--- src/verilog/eps_pkg.sv ---
// Purpose: constants for the ethernet port statistics bank
// Assumes: 100 MHz clock, 16-bit register data
// Notes:   register offsets are word indices on the plain register port
package eps_pkg;
	// ---------------------------------------------------------------
	// widths and timing
	// ---------------------------------------------------------------
	localparam int          CNT_W         = 16;
	localparam int          ADDR_W        = 8;
	localparam int          SOCKETS       = 32;
	localparam int          ROUTE_FIELDS  = 8;
	localparam int          COLL_LIMIT    = 16;
	localparam int          CLK_MHZ       = 100;
	localparam int          FAULT_TIME_MS = 1000;
	localparam int          FAULT_CYCLES  = FAULT_TIME_MS * 1000 * CLK_MHZ;
	localparam logic [7:0]  ROUTE_EMPTY   = 8'hFF;
	localparam logic [15:0] RESET_VALUE   = 16'h0000;

	// ---------------------------------------------------------------
	// counter indices, also their register offsets
	// ---------------------------------------------------------------
	localparam int C_GEN_PKT   = 0;
	localparam int C_ACK_SEG   = 1;
	localparam int C_ABORT     = 2;
	localparam int C_RETX      = 3;
	localparam int C_LRD       = 4;
	localparam int C_LWR       = 5;
	localparam int C_UNK_FRAME = 6;
	localparam int C_TX_FRAME  = 7;
	localparam int C_RX_FRAME  = 8;
	localparam int C_COLL      = 9;
	localparam int C_XCOLL     = 10;
	localparam int C_CKSUM     = 11;
	localparam int C_FRAMING   = 12;
	localparam int C_SEQ       = 13;
	localparam int NUM_CNT     = 14;

	// ---------------------------------------------------------------
	// register map
	// ---------------------------------------------------------------
	localparam logic [7:0] A_OPEN_CONN   = 8'h10;
	localparam logic [7:0] A_CLIENT_CONN = 8'h11;
	localparam logic [7:0] A_QUEUE_DEPTH = 8'h12;
	localparam logic [7:0] A_BUF_USE     = 8'h13;
	localparam logic [7:0] A_CLEAR       = 8'h14;
	localparam logic [7:0] A_FAULT       = 8'h15;
	localparam logic [7:0] A_ROUTE_BASE  = 8'h20;
	localparam logic [7:0] A_SOCK_BASE   = 8'h40;
endpackage

--- src/verilog/eps_stats.sv ---
// Purpose: statistics bank of the ethernet port
// Assumes: event strobes one cycle long, synchronous to clk_in
// Notes:   gauges and tables are loaded by the protocol engine
//
// Function
// - error advance lights fault pair one second
// - count internally generated packets
// - count acknowledged sent segments
// - timeout closes connection, counts aborts
// - count retransmitted segments
// - count local register reads
// - count local register writes
// - open connections live gauge
// - client connections live gauge
// - count unknown frame type packets
// - count transmitted frames
// - count received frames
// - eight route fields, empty marks, zero reset
// - route read not atomic
// - count collisions
// - queue depth live gauge
// - over sixteen collisions abandons, counts loss
// - checksum errors discarded and counted
// - framing errors discarded and counted
// - wrong sequence counted, reject reply sent
// - buffers in use live gauge
// - socket to IP address table
// - clear request zeroes all counters together
`timescale 1ns/10ps
`default_nettype none
module eps_stats (
	// clock and reset
	input  wire logic        clk_in,
	input  wire logic        nrst_in,
	// register port
	input  wire logic [7:0]  addr_in,
	input  wire logic [15:0] wdata_in,
	input  wire logic        wr_in,
	input  wire logic        rd_in,
	output logic      [15:0] rdata_out,
	// engine events
	input  wire logic        gen_pkt_in,
	input  wire logic        ack_seg_in,
	input  wire logic        timeout_in,
	input  wire logic [4:0]  timeout_sock_in,
	input  wire logic        retx_in,
	input  wire logic        local_rd_in,
	input  wire logic        local_wr_in,
	input  wire logic        unk_frame_in,
	input  wire logic        tx_frame_in,
	input  wire logic        rx_frame_in,
	input  wire logic        coll_in,
	input  wire logic        tx_start_in,
	input  wire logic        cksum_err_in,
	input  wire logic        framing_err_in,
	input  wire logic        seq_err_in,
	input  wire logic [4:0]  seq_sock_in,
	// gauges
	input  wire logic [15:0] open_conn_in,
	input  wire logic [15:0] client_conn_in,
	input  wire logic [15:0] queue_depth_in,
	input  wire logic [15:0] buf_use_in,
	// route capture
	input  wire logic        route_valid_in,
	input  wire logic [3:0]  route_len_in,
	input  wire logic [63:0] route_in,
	// socket table loads
	input  wire logic        sock_wr_in,
	input  wire logic [4:0]  sock_idx_in,
	input  wire logic [31:0] sock_ip_in,
	// engine actions
	output logic             close_conn_out,
	output logic      [4:0]  close_sock_out,
	output logic             abandon_tx_out,
	output logic             discard_rx_out,
	output logic             seq_reject_out,
	output logic      [4:0]  seq_reject_sock_out,
	// fault lamps
	output logic             fault_red_out,
	output logic             fault_green_out
);
	// ---------------------------------------------------------------
	// storage
	// ---------------------------------------------------------------
	logic [15:0] cnt [eps_pkg::NUM_CNT];
	logic [7:0]  route [eps_pkg::ROUTE_FIELDS];
	logic [31:0] sock_ip [eps_pkg::SOCKETS];
	logic [4:0]  coll_run;
	logic [31:0] fault_timer;
	logic        xcoll_ev;
	logic        err_ev;
	logic        clear_ev;
	logic [eps_pkg::NUM_CNT-1:0] ev;

	assign clear_ev = wr_in && (addr_in == eps_pkg::A_CLEAR) && wdata_in[0];
	// excess is the seventeenth collision on one packet
	assign xcoll_ev = coll_in && (coll_run == 5'(eps_pkg::COLL_LIMIT));

	always_comb begin
		ev = '0;
		ev[eps_pkg::C_GEN_PKT]   = gen_pkt_in;
		ev[eps_pkg::C_ACK_SEG]   = ack_seg_in;
		ev[eps_pkg::C_ABORT]     = timeout_in;
		ev[eps_pkg::C_RETX]      = retx_in;
		ev[eps_pkg::C_LRD]       = local_rd_in;
		ev[eps_pkg::C_LWR]       = local_wr_in;
		ev[eps_pkg::C_UNK_FRAME] = unk_frame_in;
		ev[eps_pkg::C_TX_FRAME]  = tx_frame_in;
		ev[eps_pkg::C_RX_FRAME]  = rx_frame_in;
		ev[eps_pkg::C_COLL]      = coll_in;
		ev[eps_pkg::C_XCOLL]     = xcoll_ev;
		ev[eps_pkg::C_CKSUM]     = cksum_err_in;
		ev[eps_pkg::C_FRAMING]   = framing_err_in;
		ev[eps_pkg::C_SEQ]       = seq_err_in;
	end

	assign err_ev = ev[eps_pkg::C_ABORT] | ev[eps_pkg::C_RETX] | ev[eps_pkg::C_UNK_FRAME]
		| ev[eps_pkg::C_COLL] | ev[eps_pkg::C_XCOLL] | ev[eps_pkg::C_CKSUM]
		| ev[eps_pkg::C_FRAMING] | ev[eps_pkg::C_SEQ];

	// ---------------------------------------------------------------
	// counters
	// ---------------------------------------------------------------
	// an event in the clear cycle is dropped with the rest: clear is a snapshot to zero
	always_ff @(posedge clk_in) begin
		for (int i = 0; i < eps_pkg::NUM_CNT; i++) begin
			if (!nrst_in || clear_ev) begin
				cnt[i] <= eps_pkg::RESET_VALUE;
			end else if (ev[i]) begin
				cnt[i] <= cnt[i] + 16'h0001;
			end
		end
	end

	// per-packet collision run
	always_ff @(posedge clk_in) begin
		if (!nrst_in || tx_start_in || xcoll_ev) begin
			coll_run <= 5'h00;
		end else if (coll_in) begin
			coll_run <= coll_run + 5'h01;
		end
	end

	// ---------------------------------------------------------------
	// engine actions
	// ---------------------------------------------------------------
	always_ff @(posedge clk_in) begin
		if (!nrst_in) begin
			close_conn_out      <= 1'b0;
			close_sock_out      <= 5'h00;
			abandon_tx_out      <= 1'b0;
			discard_rx_out      <= 1'b0;
			seq_reject_out      <= 1'b0;
			seq_reject_sock_out <= 5'h00;
		end else begin
			close_conn_out <= timeout_in;
			if (timeout_in) begin
				close_sock_out <= timeout_sock_in;
			end
			abandon_tx_out <= xcoll_ev;
			discard_rx_out <= cksum_err_in | framing_err_in;
			seq_reject_out <= seq_err_in;
			if (seq_err_in) begin
				seq_reject_sock_out <= seq_sock_in;
			end
		end
	end

	// ---------------------------------------------------------------
	// fault lamps
	// ---------------------------------------------------------------
	// each new error restarts the full second
	always_ff @(posedge clk_in) begin
		if (!nrst_in) begin
			fault_timer <= 32'h00000000;
		end else if (err_ev) begin
			fault_timer <= 32'(eps_pkg::FAULT_CYCLES);
		end else if (fault_timer != 32'h00000000) begin
			fault_timer <= fault_timer - 32'h00000001;
		end
	end

	always_ff @(posedge clk_in) begin
		if (!nrst_in) begin
			fault_red_out   <= 1'b0;
			fault_green_out <= 1'b0;
		end else begin
			fault_red_out   <= err_ev || (fault_timer > 32'h00000001);
			fault_green_out <= err_ev || (fault_timer > 32'h00000001);
		end
	end

	// ---------------------------------------------------------------
	// route record and socket table
	// ---------------------------------------------------------------
	// fields update in place; a reader between two fetches may mix routes
	always_ff @(posedge clk_in) begin
		for (int i = 0; i < eps_pkg::ROUTE_FIELDS; i++) begin
			if (!nrst_in) begin
				route[i] <= 8'h00;
			end else if (route_valid_in) begin
				route[i] <= (4'(i) < route_len_in) ? route_in[i*8 +: 8]
					: eps_pkg::ROUTE_EMPTY;
			end
		end
	end

	always_ff @(posedge clk_in) begin
		for (int i = 0; i < eps_pkg::SOCKETS; i++) begin
			if (!nrst_in) begin
				sock_ip[i] <= 32'h00000000;
			end else if (sock_wr_in && (sock_idx_in == 5'(i))) begin
				sock_ip[i] <= sock_ip_in;
			end
		end
	end

	// ---------------------------------------------------------------
	// register read port
	// ---------------------------------------------------------------
	logic [15:0] next_rdata;
	logic [7:0]  rel;

	always_comb begin
		next_rdata = 16'h0000;
		rel        = 8'h00;
		if (addr_in < 8'(eps_pkg::NUM_CNT)) begin
			next_rdata = cnt[addr_in[3:0]];
		end else if (addr_in == eps_pkg::A_OPEN_CONN) begin
			next_rdata = open_conn_in;
		end else if (addr_in == eps_pkg::A_CLIENT_CONN) begin
			next_rdata = client_conn_in;
		end else if (addr_in == eps_pkg::A_QUEUE_DEPTH) begin
			next_rdata = queue_depth_in;
		end else if (addr_in == eps_pkg::A_BUF_USE) begin
			next_rdata = buf_use_in;
		end else if (addr_in == eps_pkg::A_FAULT) begin
			next_rdata = {15'h0000, fault_red_out};
		end else if (addr_in >= eps_pkg::A_ROUTE_BASE
			&& addr_in < eps_pkg::A_ROUTE_BASE + 8'(eps_pkg::ROUTE_FIELDS)) begin
			rel        = addr_in - eps_pkg::A_ROUTE_BASE;
			next_rdata = {8'h00, route[rel[2:0]]};
		end else if (addr_in >= eps_pkg::A_SOCK_BASE
			&& addr_in < eps_pkg::A_SOCK_BASE + 8'(2 * eps_pkg::SOCKETS)) begin
			rel        = addr_in - eps_pkg::A_SOCK_BASE;
			next_rdata = rel[0] ? sock_ip[rel[5:1]][15:0]
				: sock_ip[rel[5:1]][31:16];
		end
	end

	always_ff @(posedge clk_in) begin
		if (!nrst_in) begin
			rdata_out <= 16'h0000;
		end else if (rd_in) begin
			rdata_out <= next_rdata;
		end else begin
			rdata_out <= 16'h0000;
		end
	end
endmodule
`default_nettype wire

--- config.mk ---
export PLATFORM = sky130hd
export DESIGN_NAME = eps_stats
export DESIGN_NICKNAME = d
export VERILOG_FILES = /design/src/verilog/eps_pkg.sv /design/src/verilog/eps_stats.sv
export SDC_FILE = /design/constraint.sdc
export NUM_CORES = 2
export LEC_CHECK = 0
export ABC_CLOCK_PERIOD_IN_PS = 4700
export BUFFER_PORTS_ARGS = -buffer_cell sky130_fd_sc_hd__buf_2
export CAP_MARGIN = 10
export CORE_ASPECT_RATIO = 0.9
export CORE_UTILIZATION = 35
export DETAILED_ROUTE_END_ITERATION = 16
export PLACE_DENSITY = 0.53
export SLEW_MARGIN = 5
export SYNTH_ARGS = -nofsm -noshare
export SYNTH_HDL_FRONTEND = slang
export SYNTH_SLANG_ARGS = --single-unit
--- constraint.sdc ---
create_clock -name clk_in -period 4.7 [get_ports clk_in]
set_input_delay 0.94 -clock clk_in [delete_from_list [all_inputs] [get_ports clk_in]]
set_output_delay 0.94 -clock clk_in [all_outputs]
set_load 0.1 [all_outputs]
==> flow_summary.toml <==
[worst_setup_path]
worstPathMaxFanout = 17
cp_data_arrival_time_ns = 4.24
startpoint_type = "input pin"
end_kind = "flop"
critical_path_class = "in -> reg"
required_ns = 5.42

[logic_synthesis]
yosysWarnings = 0
yosys_register_bits = 1380
avgSynthCellArea_um2 = 14.0
ys.flop_type = "edfxtp_1"
syn-num-nets = 5022
synthCells = 4780
synth-edff-count = 1312
syn_area_um2 = 66700
ys_async_sr_fraction_pct = 0
seq_area_frac_synth_pct = 61.1
ys_types = 76

[clocking]
cts_buffer_depth = 3
post_cts_resized = 0
clk_transition_reported_paths_ns = 0.06
h-tree-depth = 4
cts-root-buf = "clkbuf_16"
cts_sinks = 1380
cts_setup_buffers = 0
ctsHoldBuffers = 0
cts_tree = "built"
clk_latency_ns = 0.81
cts_buffers = 156

[cells_and_area]
nets = 5230
fillers = 17416
drive_gt1_share_pct = 21.2
final_cell_area_um2 = 76400
syn2layout_area_growth_pct = 14.6
fin_cells = 7644

[place]
hpwl_um = 138000
dpl_cell_area_um2 = 71600
place_congestion = 0.870
place_inst = 7354
io_buffers = 239

[drt]
totalWireLength_um = 219000
drtAntennaViolNets = 0
viasPerCell = 5.47
dr.pass1.iters = 5
wl_per_cell_um = 28.6
drc = 0
drtIter0Drc = 5228
num_vias = 41812

[die]
ios = 255
core_um2 = 189000
die_area_um2 = 192000
die_h_um = 416
die_w_um = 462
rows = 151
initial_core_util_pct = 35.3

[job]
drv_cap = 0

[global_routing]
grt_pass1_wl_um = 307000
grt-ovfl-total = 0
use_met3_pct = 4.05
use_met1_pct = 31.3
grt.busiest_layer = "met2"
grt_util_met2_pct = 35.5
antenna_found_initial = 36
grt_start_max_net_pins = 69
track_usage_pct = 22.5
grt_pass1_vias = 40602

[sta]
whs_ns = 0.393
max_freq_mhz = 284
hold_viol = 0
clock_skew_ns = 0.0359
fin_crit_sh_pct = 74.9
slew_headroom_pct = 20.9
fin_crit_ns = 3.52
final.setup.tns_ns = 0
tightest_slew_ns = 1.18
setup_violations = 0
rsz0062_at_grt = "no"
slew_violations = 0

[power_and_ir_drop]
pwr_density_cell_nw_per_um2 = 379
power.leakage_nw = 26.8
total_power_w = 0.0290
vdd_drop_max_uv = 368

[status]
status = "complete, no violations"

[min_path]
hp-class = "in -> reg"
-- kinds of logic after synthesis --
kind of cell / after synthesis / synth area share (%)
fa+ha+maj: 19 / 0.356
flops: 1380 / 61.1
mux: 453 / 13.4
buf+inv: 413 / 2.91
simple gates: 1995 / 16.4
compound gates: 312 / 3.04
xor+xnor: 208 / 2.73
-- state kept, by name, summed over array words and instances (netlist names) --
name and count:
cnt 224, fault_green_out 1, route 64, close_sock_out 5
fault_timer 32, coll_run 5, discard_rx_out 1, seq_reject_sock_out 5
rdata_out 16, abandon_tx_out 1, sock_ip 1024, seq_reject_out 1
close_conn_out 1
-- area by class of cell --
| cell class | instances | area [um2] | area share [%] |
|---|---|---|---|
| sequential | 1380 | 40800 | 53.3 |
| multi-input combinational | 2987 | 24600 | 32.2 |
| clock buffer | 220 | 4340 | 5.68 |
| tap | 2524 | 3160 | 4.13 |
| timing repair buffer | 429 | 2930 | 3.84 |
| clock inverter | 67 | 537 | 0.702 |
| inverter | 34 | 128 | 0.167 |
| antenna | 3 | 7.51 | 0.00982 |
-- layer usage --
metal | share of wire [%] | up-vias | routed length (um)
met1 | 42 | 21518 | 92400
met5 | 0.047 | - | 103
met2 | 46 | 1893 | 101000
met4 | 3.5 | 16 | 7650
met3 | 8.0 | 359 | 17500
li1 | - | 18026 | -
-- critical path, stage by stage --
cell and delay [ns]:
buf_2 0.55, or4b_1 0.66, nor2_1 0.35, buf_4 0.31
nor2_1 0.09, a32oi_1 0.83, o311ai_0 0.27, o21ai_1 0.17
-- final timing paths --
path	startpoint	end	slack (ns)	depth (start not counted)
max	addr_in[5]	rdata_out[5]	1.18	8
min	timeout_sock_in[4]	close_sock_out[4]	0.39	3
max reg2reg	fault_timer[27]	fault_timer[16]	1.66	6
min reg2reg	fault_timer[17]	fault_timer[17]	0.47	2
-- synthesized netlist by cell type, types with 18 or more instances --
cell type,n,area (um2)
o21ai_0,80,400
ha_1,19,238
inv_1,32,120
nand4_1,43,269
xor2_1,154,1350
dfxtp_1,68,1360
mux2_2,28,315
nor2_1,442,1660
a22oi_1,20,150
nand2_1,148,556
or3_1,30,188
nand3_1,104,521
nand2b_1,34,213
and3_1,69,432
edfxtp_1,1312,39400
a31oi_1,20,125
buf_2,56,280
xnor2_1,54,473
o211ai_1,18,135
nor3_1,23,115
mux4_2,337,7590
and2_1,1033,6460
clkbuf_1,268,1010
mux2i_1,78,781
buf_4,26,195
a21oi_1,68,340
-- cell usage in the layout, fill, tap and decap left out, types with 12 or more instances in the layout --
cell / n
a21oi_1: 68
nor2b_1: 14
and2_1: 1033
mux2i_1: 78
dfxtp_1: 68
a221oi_1: 15
nor2_1: 414
mux4_2: 337
and4_1: 14
o22ai_1: 14
nand2_1: 147
o21ai_4: 32
inv_1: 32
xor2_1: 154
or3_1: 30
a22oi_1: 20
ha_1: 19
nor3_1: 18
mux2_2: 28
edfxtp_1: 1312
and3_1: 69
a31oi_1: 20
buf_12: 22
xnor2_1: 54
clkbuf_16: 161
nand2b_1: 33
nand4_1: 43
buf_2: 234
o211ai_1: 18
o21ai_0: 48
o221ai_1: 12
clkinv_2: 13
clkbuf_1: 50
nand3_1: 104
nor2_4: 23
buf_4: 169
clkinv_1: 35
-- through the flow --
step	util [%]	setup WS [ns]
2_1_floorplan	-	0.410
3_3_place_gp	37.9	0.559
3_5_place_dp	37.9	0.570
4_1_cts	40.5	1.42
5_1_grt	40.5	1.22
6_report	40.5	1.18
-- power breakdown --
part | internal, W | total, W | switching, W
Sequential | 0.0142 | 0.0145 | 0.000319
Combinational | 0.000983 | 0.00267 | 0.00169
Clock | 0.00667 | 0.0118 | 0.00516
(Power assumes the default switching activity.)
